File: config.mk
export PLATFORM = sky130hd
export DESIGN_NAME = serial_config_port
export DESIGN_NICKNAME = d
export VERILOG_FILES = /design/src/serial_config_port.v /design/src/band_cal_timer.v
export VERILOG_INCLUDE_DIRS = /design/src
export SDC_FILE = /design/constraint.sdc
export NUM_CORES = 1
export LEC_CHECK = 0
export BUFFER_PORTS_ARGS = -buffer_cell sky130_fd_sc_hd__buf_2
export CAP_MARGIN = 20
export CELL_PAD_IN_SITES_DETAIL_PLACEMENT = 1
export CELL_PAD_IN_SITES_GLOBAL_PLACEMENT = 2
export CORE_ASPECT_RATIO = 1.2
export CORE_MARGIN = 8
export CORE_UTILIZATION = 37
export DETAILED_ROUTE_END_ITERATION = 8
export PLACE_DENSITY_LB_ADDON = 0.05
export SLEW_MARGIN = 40
export SYNTH_ARGS = -nofsm -noshare
export SYNTH_HDL_FRONTEND = slang
export SYNTH_SLANG_ARGS = --single-unit
File: constraint.sdc
create_clock -name mclk -period 3.3 [get_ports mclk]
set_clock_uncertainty 0.15 [all_clocks]
set_input_delay 0.33 -clock mclk [delete_from_list [all_inputs] [get_ports mclk]]
set_output_delay 0.33 -clock mclk [all_outputs]
set_load 0.03 [all_outputs]
File: src/cfg_port_defines.vh
// Constants for the serial configuration port and oscillator calibration.
`ifndef CFG_PORT_DEFINES_VH
`define CFG_PORT_DEFINES_VH
// ****************************************************************
// Register addresses (7-bit)
// ****************************************************************
`define ADDR_INTEGER_DIVIDER    7'h02
`define ADDR_FRACTIONAL_DIVIDER 7'h03
`define ADDR_MODULUS_DIVIDER    7'h04
`define ADDR_REF_MUX_CONTROL    7'h21
`define ADDR_LO_PATH_CONTROL    7'h22
`define ADDR_MIXER_TUNING       7'h31
`define ADDR_BASEBAND_CONTROL   7'h34
`define ADDR_INTERNAL_SETTINGS  7'h49
`define ADDR_CAL_STATUS         7'h7f
// ****************************************************************
// Reset values
// ****************************************************************
`define RST_INTEGER_DIVIDER     16'h0000
`define RST_FRACTIONAL_DIVIDER  16'h0000
`define RST_MODULUS_DIVIDER     16'h0001
`define RST_REF_MUX_CONTROL     16'h0000
`define RST_LO_PATH_CONTROL     16'h0000
`define RST_MIXER_TUNING        16'h0000
`define RST_BASEBAND_CONTROL    16'h0000
`define RST_INTERNAL_SETTINGS   16'h0000
// ****************************************************************
// Field positions
// ****************************************************************
`define DIV_MODE_BIT            11
`define MUX_SEL_MSB             6
`define MUX_SEL_LSB             4
`define PFD_POL_BIT             3
`define LO_DRV_MSB              7
`define LO_DRV_LSB              6
`define OSC_SEL_MSB             2
`define OSC_SEL_LSB             0
`define MIX_BIAS_MSB            12
`define MIX_BIAS_LSB            10
`define AMP_TRIM_MSB            8
`define AMP_TRIM_LSB            5
`define PHASE_TRIM_MSB          3
`define PHASE_TRIM_LSB          0
`define GAIN_BW_MSB             9
`define GAIN_BW_LSB             8
`define BB_CUR_MSB              11
`define BB_CUR_LSB              10
// ****************************************************************
// Codes and counts
// ****************************************************************
`define MUX_SEL_LOCK            3'h0
`define MUX_SEL_REF             3'h1
`define MUX_SEL_LOW             3'h2
`define MUX_SEL_HIGH            3'h3
`define OSC_SEL_EXTERNAL        3'h4
`define CAL_PFD_CYCLES          17'h17000
`define ADDR_BITS               7
`define DATA_BITS               16
`endif

File: src/serial_config_port.v
// Three-wire serial configuration port with register file and lock logic.
// Functional notes
// - Any divider register write starts band calibration automatically.
// - Calibration lasts 94,208 phase detector cycles.
// - Status pin source select; default shows lock.
// - Two-bit LO drive level field, four levels.
// - Oscillator select value 4 means external LO.
// - Divider register writes initiate oscillator calibration.
// - Three-bit mixer bias current field.
// - Distortion amplitude and phase trim fields.
// - Two-bit gain and bandwidth select field.
// - Two-bit baseband buffer current field.
// - Deselected port ignores clock and data.
// - Frame starts at select fall, clock rise.
// - Seven address, read/write, sixteen data, MSB first.
// - Data line direction follows read/write bit.
// - Early end writes only latched bits.
// - Overlong write keeps newest sixteen bits.
// - Read shifts sixteen bits, MSB first.
// - Readback may show status, not written data.
// - Divider mode bit defaults to fractional.
`timescale 1ns/10ps
`default_nettype none
`include "cfg_port_defines.vh"
module serial_config_port (
   input  wire        mclk,
   input  wire        rst_n,
   input  wire        sclk,
   input  wire        cs_n,
   input  wire        sdio_in,
   output reg         sdio_out,
   output reg         sdio_oe,
   input  wire        pfd_clk,
   input  wire        ref_clk,
   input  wire        pll_locked,
   output reg         status_output_pin,
   output wire        cal_busy,
   output reg         fractional_mode,
   output reg  [1:0]  lo_output_drive_level,
   output reg  [2:0]  oscillator_core_select,
   output reg         external_lo_mode,
   output reg         phase_detector_polarity,
   output reg  [2:0]  mixer_bias_current,
   output reg  [3:0]  distortion_amplitude_trim,
   output reg  [3:0]  distortion_phase_trim,
   output reg  [1:0]  gain_bandwidth_select,
   output reg  [1:0]  baseband_buffer_current,
   output reg  [15:0] internal_settings
);
   // ****************************************************************
   // Declarations
   // ****************************************************************
   localparam ST_IDLE = 2'h0;
   localparam ST_ADDR = 2'h1;
   localparam ST_DATA = 2'h2;

   reg [2:0]  sclk_s;
   reg [2:0]  cs_s;
   reg [1:0]  sdio_s;
   reg [2:0]  pfd_s;
   reg [1:0]  ref_s;
   reg [1:0]  lock_s;
   reg [1:0]  state;
   reg [6:0]  addr_sr;
   reg [3:0]  addr_cnt;
   reg        read_op;
   reg [15:0] data_sr;
   reg [4:0]  data_cnt;
   reg [15:0] rd_word;
   reg [15:0] integer_divider;
   reg [15:0] fractional_divider;
   reg [15:0] modulus_divider;
   reg [15:0] reference_and_status_output_pin_control;
   reg [15:0] lo_path_control;
   reg [15:0] mixer_tuning_control;
   reg [15:0] baseband_control;
   reg        cal_start;
   wire       cal_done;
   reg        cal_ran;

   wire sclk_rise = sclk_s[1] & ~sclk_s[2];
   wire sclk_fall = ~sclk_s[1] & sclk_s[2];
   wire cs_rise   = cs_s[1] & ~cs_s[2];
   wire selected  = ~cs_s[1];
   wire pfd_tick  = pfd_s[1] & ~pfd_s[2];

   // Merges the latched data bits into the old word, keeping the low bits.
   function [15:0] merge_word;
      input [15:0] old_word;
      input [15:0] shifted;
      input [4:0]  count;
      reg   [15:0] mask;
      begin
         mask = 16'hffff;
         if (count < 5'h10)
            mask = ~(16'hffff >> count[3:0]);
         merge_word = (old_word & ~mask) | ((shifted << (5'h10 - count))
                      & mask);
      end
   endfunction

   // Tells whether an address is one of the three divider registers.
   function is_divider;
      input [6:0] a;
      begin
         is_divider = (a == `ADDR_INTEGER_DIVIDER) ||
                      (a == `ADDR_FRACTIONAL_DIVIDER) ||
                      (a == `ADDR_MODULUS_DIVIDER);
      end
   endfunction

   // ****************************************************************
   // Synchronisers
   // ****************************************************************
   // Pins from other domains pass two flops before use.
   always @(posedge mclk or negedge rst_n) begin
      if (!rst_n) begin
         sclk_s <= 3'h0;
         cs_s   <= 3'h7;
         sdio_s <= 2'h0;
         pfd_s  <= 3'h0;
         ref_s  <= 2'h0;
         lock_s <= 2'h0;
      end else begin
         sclk_s <= {sclk_s[1:0], sclk};
         cs_s   <= {cs_s[1:0], cs_n};
         sdio_s <= {sdio_s[0], sdio_in};
         pfd_s  <= {pfd_s[1:0], pfd_clk};
         ref_s  <= {ref_s[0], ref_clk};
         lock_s <= {lock_s[0], pll_locked};
      end
   end

   // ****************************************************************
   // Read multiplexer
   // ****************************************************************
   // Chooses the word returned on a read; one address reports status.
   always @* begin
      case (addr_sr)
         `ADDR_INTEGER_DIVIDER:    rd_word = integer_divider;
         `ADDR_FRACTIONAL_DIVIDER: rd_word = fractional_divider;
         `ADDR_MODULUS_DIVIDER:    rd_word = modulus_divider;
         `ADDR_REF_MUX_CONTROL:    rd_word = reference_and_status_output_pin_control;
         `ADDR_LO_PATH_CONTROL:    rd_word = lo_path_control;
         `ADDR_MIXER_TUNING:       rd_word = mixer_tuning_control;
         `ADDR_BASEBAND_CONTROL:   rd_word = baseband_control;
         `ADDR_INTERNAL_SETTINGS:  rd_word = internal_settings;
         `ADDR_CAL_STATUS:
            rd_word = {13'h0000, cal_ran, lock_s[1], cal_busy};
         default:                  rd_word = 16'h0000;
      endcase
   end

   // ****************************************************************
   // Frame engine
   // ****************************************************************
   // Shifts the frame in and out; deselect ends it and commits writes.
   always @(posedge mclk or negedge rst_n) begin
      if (!rst_n) begin
         state     <= ST_IDLE;
         addr_sr   <= 7'h00;
         addr_cnt  <= 4'h0;
         read_op   <= 1'b0;
         data_sr   <= 16'h0000;
         data_cnt  <= 5'h00;
         sdio_out  <= 1'b0;
         sdio_oe   <= 1'b0;
         cal_start <= 1'b0;
         integer_divider    <= `RST_INTEGER_DIVIDER;
         fractional_divider <= `RST_FRACTIONAL_DIVIDER;
         modulus_divider    <= `RST_MODULUS_DIVIDER;
         reference_and_status_output_pin_control <= `RST_REF_MUX_CONTROL;
         lo_path_control    <= `RST_LO_PATH_CONTROL;
         mixer_tuning_control <= `RST_MIXER_TUNING;
         baseband_control   <= `RST_BASEBAND_CONTROL;
         internal_settings  <= `RST_INTERNAL_SETTINGS;
      end else begin
         cal_start <= 1'b0;
         if (!selected) begin
            sdio_oe <= 1'b0;
            state   <= ST_IDLE;
            if (cs_rise && state == ST_DATA && !read_op &&
                data_cnt != 5'h00) begin
               case (addr_sr)
                  `ADDR_INTEGER_DIVIDER: integer_divider <=
                     merge_word(integer_divider, data_sr, data_cnt);
                  `ADDR_FRACTIONAL_DIVIDER: fractional_divider <=
                     merge_word(fractional_divider, data_sr, data_cnt);
                  `ADDR_MODULUS_DIVIDER: modulus_divider <=
                     merge_word(modulus_divider, data_sr, data_cnt);
                  `ADDR_REF_MUX_CONTROL: reference_and_status_output_pin_control <=
                     merge_word(reference_and_status_output_pin_control, data_sr,
                                data_cnt);
                  `ADDR_LO_PATH_CONTROL: lo_path_control <=
                     merge_word(lo_path_control, data_sr, data_cnt);
                  `ADDR_MIXER_TUNING: mixer_tuning_control <=
                     merge_word(mixer_tuning_control, data_sr, data_cnt);
                  `ADDR_BASEBAND_CONTROL: baseband_control <=
                     merge_word(baseband_control, data_sr, data_cnt);
                  `ADDR_INTERNAL_SETTINGS: internal_settings <=
                     merge_word(internal_settings, data_sr, data_cnt);
                  default: ;
               endcase
               cal_start <= is_divider(addr_sr);
            end
         end else begin
            case (state)
               ST_IDLE: begin
                  addr_cnt <= 4'h0;
                  data_cnt <= 5'h00;
                  state    <= ST_ADDR;
               end
               ST_ADDR: begin
                  if (sclk_rise) begin
                     if (addr_cnt < `ADDR_BITS) begin
                        addr_sr  <= {addr_sr[5:0], sdio_s[1]};
                        addr_cnt <= addr_cnt + 4'h1;
                     end else begin
                        read_op  <= sdio_s[1];
                        state    <= ST_DATA;
                        data_sr  <= rd_word;
                     end
                  end
               end
               ST_DATA: begin
                  if (read_op) begin
                     if (sclk_fall) begin
                        sdio_oe  <= 1'b1;
                        sdio_out <= data_sr[15];
                        data_sr  <= {data_sr[14:0], 1'b0};
                     end
                  end else if (sclk_rise) begin
                     data_sr <= {data_sr[14:0], sdio_s[1]};
                     if (data_cnt != 5'h10)
                        data_cnt <= data_cnt + 5'h01;
                  end
               end
               default: state <= ST_IDLE;
            endcase
         end
      end
   end

   // ****************************************************************
   // Band calibration
   // ****************************************************************
   band_cal_timer u_cal (
      .mclk     (mclk),
      .rst_n    (rst_n),
      .start    (cal_start),
      .pfd_tick (pfd_tick),
      .busy     (cal_busy),
      .done     (cal_done)
   );

   // Remembers that a calibration has completed since the last start pulse.
   always @(posedge mclk or negedge rst_n) begin
      if (!rst_n)
         cal_ran <= 1'b0;
      else if (cal_done)
         cal_ran <= 1'b1;
      else if (cal_start)
         cal_ran <= 1'b0;
   end

   // ****************************************************************
   // Field outputs
   // ****************************************************************
   // Registers the control fields toward the analog sections.
   always @(posedge mclk or negedge rst_n) begin
      if (!rst_n) begin
         status_output_pin         <= 1'b0;
         fractional_mode           <= 1'b1;
         lo_output_drive_level     <= 2'h0;
         oscillator_core_select    <= 3'h0;
         external_lo_mode          <= 1'b0;
         phase_detector_polarity   <= 1'b0;
         mixer_bias_current        <= 3'h0;
         distortion_amplitude_trim <= 4'h0;
         distortion_phase_trim     <= 4'h0;
         gain_bandwidth_select     <= 2'h0;
         baseband_buffer_current   <= 2'h0;
      end else begin
         case (reference_and_status_output_pin_control[`MUX_SEL_MSB:`MUX_SEL_LSB])
            `MUX_SEL_LOCK: status_output_pin <= lock_s[1] & ~cal_busy;
            `MUX_SEL_REF:  status_output_pin <= ref_s[1];
            `MUX_SEL_HIGH: status_output_pin <= 1'b1;
            default:       status_output_pin <= 1'b0;
         endcase
         fractional_mode <= ~integer_divider[`DIV_MODE_BIT];
         lo_output_drive_level <=
            lo_path_control[`LO_DRV_MSB:`LO_DRV_LSB];
         oscillator_core_select <=
            lo_path_control[`OSC_SEL_MSB:`OSC_SEL_LSB];
         external_lo_mode <= (lo_path_control[`OSC_SEL_MSB:`OSC_SEL_LSB]
                              == `OSC_SEL_EXTERNAL);
         phase_detector_polarity <=
            reference_and_status_output_pin_control[`PFD_POL_BIT];
         mixer_bias_current <=
            mixer_tuning_control[`MIX_BIAS_MSB:`MIX_BIAS_LSB];
         distortion_amplitude_trim <=
            mixer_tuning_control[`AMP_TRIM_MSB:`AMP_TRIM_LSB];
         distortion_phase_trim <=
            mixer_tuning_control[`PHASE_TRIM_MSB:`PHASE_TRIM_LSB];
         gain_bandwidth_select <=
            baseband_control[`GAIN_BW_MSB:`GAIN_BW_LSB];
         baseband_buffer_current <=
            baseband_control[`BB_CUR_MSB:`BB_CUR_LSB];
      end
   end
endmodule // serial_config_port
`default_nettype wire

File: src/band_cal_timer.v
// Oscillator band calibration timer counted in phase detector cycles.
`timescale 1ns/10ps
`default_nettype none
`include "cfg_port_defines.vh"
module band_cal_timer (
   input  wire        mclk,
   input  wire        rst_n,
   input  wire        start,
   input  wire        pfd_tick,
   output reg         busy,
   output reg         done
);
   reg [16:0] count;
   // ****************************************************************
   // Counter
   // ****************************************************************
   // Restart on every start pulse; count phase detector ticks to the end.
   always @(posedge mclk or negedge rst_n) begin
      if (!rst_n) begin
         count <= 17'h00000;
         busy  <= 1'b0;
         done  <= 1'b0;
      end else begin
         done <= 1'b0;
         if (start) begin
            count <= 17'h00000;
            busy  <= 1'b1;
         end else if (busy && pfd_tick) begin
            if (count == `CAL_PFD_CYCLES - 17'h00001) begin
               busy <= 1'b0;
               done <= 1'b1;
            end else begin
               count <= count + 17'h00001;
            end
         end
      end
   end
endmodule // band_cal_timer
`default_nettype wire

==> flow_summary.toml <==
[outcome]
status = "complete, no violations"

[detailed_routing]
routed_via_density = 5.80
antenna_left = 0
wl_met3_microns = 1460
dr.first_iter.drc_count = 505
drc_errors = 0
wl_met1_microns = 18100
vias = 9321
drtPass1Iterations = 5
routed_wl_microns = 41200
topRoutingLayerUsed = "met5"
wl_per_cell_microns = 25.6
met2WireLength_microns = 20300

[logic_synthesis]
syn_nets = 1105
yosys_most_used_dff = "dfrtp_1"
async_reset_ff_frac = 1.00
yosys.cell_types.count = 82
yosys_register_bits = 225
synth_edf_count = 0
ys_seq_area_frac = 0.491
post_synth.cell_area_avg_sq_um = 10.6
yosys_warnings = 0
syn_area_sq_um = 11500
synthCells = 1087

[clock_network]
insertion_delay_ns = 0.57
tritoncts = "done"
cts_made_buffers = 26
cts_max_level = 1
postCtsSetupRepairBufs = 0
cts.sinks = 225
cts_buffer_depth = 3
root_buffer = "clkbuf_16"
post_cts_resized = 0
clkTransAtPathRegs_ns = 0.06

[final_layout]
area_delta_synth_final_pct = 18.6
layout_commonest_cell = "dfrtp_1"
utilization = 0.446
instances_no_fill = 1608
diodes = 0
nNetsFinal = 1210
final_cell_mix = "dfrtp_1, nor2_1, nand2_1"
layout-drive-gt1-share = 0.230

[sta]
drv_slew = 0
hold_viol = 0
max_slew_margin = 0.436
period_minus_slack_ns = 3.01
worst_pin_slew_ns = 0.842
rsz0062_at_grt = "no"
fin_crit_sh = 0.913
setup_tns_ns = 0
fmax_ghz = 0.332
setup_viol = 0

[global_route]
gr-total-overflow = 0
antenna_found_initial = 1
grtUsageTotal = 0.226
grt_max_degree = 81
grt_pass1_wl_microns = 64300
grt_pass1_vias = 10100

[setup_path]
critPathCaptureType = "flip-flop"
path_cells = "clkinv_1 > ha_1 > inv_1 > nor3_1 > ha_1 > or3b_1 > buf_4 > nor4_4 > and2_1 > nand2_1 > mux2_1"
worst_ep_arrival_time_ns = 3.31
slowest_stage = "nor4_4"
startpoint_type = "flip-flop"
timing_worst_setup_path_type = "flip-flop to flip-flop"
critPathMaxFanout = 8
crit_path_frequent_cell = "ha_1"
critPathMaxStageDelay_ns = 0.42
required_ns = 3.59

[floorplanning]
die_y_microns = 209
start_util = 0.376
fp-row-count = 70
core-area_sq_um = 30500
die_area_sq_um = 36900
io_pins = 51
fp.dieW_microns = 177

[place]
gp_congestion = 0.854
dpl.cell_count = 1553
portBuffers = 50
hpwlAfterDp_microns = 30100

[pwr]
leakage_nw = 6.00
p_per_area_nw_per_um2 = 480
ir_worst_vdd_v = 0.000334
total_power_w = 0.00653

[flow_run]
drv_cap = 0

[min_path]
min_path_type = "input pin to asynchronous set/reset pin"
[final cells by class]
class,count,area (sq um)
well taps,396,495
repair buffers,143,1010
inverters,16,60.1
clock inverters,11,171
flip-flops and latches,225,5640
multi-input cells,780,5480
clock buffers,37,752
fillers,3408,16900
[through the flow]
step | instance area, sq um | worst slack (ns) | hold slack [ns]
2_1_floorplan | 11500 | 0.115 | -0.116
3_3_place_gp | 12600 | 0.363 | 0.174
3_5_place_dp | 12600 | 0.293 | 0.168
4_1_cts | 13600 | 0.288 | 0.184
5_1_grt | 13600 | 0.0814 | 0.209
6_report | 13600 | 0.285 | 0.155
[kinds of logic (layout without fill, tap and decap cells)]
| kind of cell | after synthesis | count (layout) | share of synthesized area |
|---|---|---|---|
| AOI/OAI and AO/OA | 299 | 299 | 0.170 |
| xor gates and xnor gates | 5 | 5 | 0.00382 |
| adders and majority gates | 10 | 10 | 0.0109 |
| buffers and inverters | 82 | 207 | 0.0332 |
| DFF | 225 | 225 | 0.491 |
| muxes | 120 | 120 | 0.120 |
| and+or+nand+nor | 346 | 346 | 0.171 |
[cell usage after synthesis (15+ instances only)]
master	n	share of area
buf_2	25	0.011
a21oi_1	78	0.034
a22oi_1	15	0.0098
a31oi_1	17	0.0093
and3_1	16	0.0087
o21ai_0	52	0.023
nand3_1	29	0.013
o22ai_1	17	0.0093
mux2_1	36	0.035
mux2_2	41	0.040
nand2_1	84	0.027
o31ai_1	36	0.024
clkbuf_1	31	0.010
o21ai_1	21	0.0092
inv_1	15	0.0049
dfrtp_1	220	0.48
nor2_1	89	0.029
mux2i_1	37	0.032
[metal layers]
layer,track usage,up-vias
met5,0,-
met4,0.0769,2
met3,0.0281,70
met2,0.383,184
met1,0.292,4808
li1,-,4257
[worst max-delay path, delay by kind of cell (launching register included)]
kind          cells  cell delay, ns
fa+ha+maj         2            0.48
buf+inv           3            0.39
flops             1            0.35
mux               1            0.31
simple gates      5            1.23
[power breakdown]
part	switching (W)	internal (W)	leakage (nW)
Combinational	0.000361	0.000179	2.46
Sequential	0.0000818	0.00279	3.09
Clock	0.00123	0.00190	0.449
[what timing repair did]
item                                    in CTS  in global routing
endpoints found under the setup margin       0                  0
hold buffers                                 7                  0
hold endpoints to repair                    74                  0
[final timing paths]
kind | slack (ns) | endpoint | from | depth (start not counted)
setup / recovery | 0.29 | flip-flop | data_cnt[0]$_DFFE_PN0P_ | 11
hold / removal | 0.16 | addr_cnt[1]$_DFFE_PN0P_ | rst_n | 2
setup reg to reg | 0.29 | flip-flop | data_cnt[0]$_DFFE_PN0P_ | 11
hold reg to reg | 0.20 | sdio_s[1]$_DFF_PN0_ | sdio_s[0]$_DFF_PN0_ | 0
max in group asynchronous | 1.95 | fractional_mode$_DFF_PN1_ | rst_n | 3
min in group mclk | 0.20 | sdio_s[1]$_DFF_PN0_ | sdio_s[0]$_DFF_PN0_ | 0
Note: power is estimated with default switching activity, not from simulation.
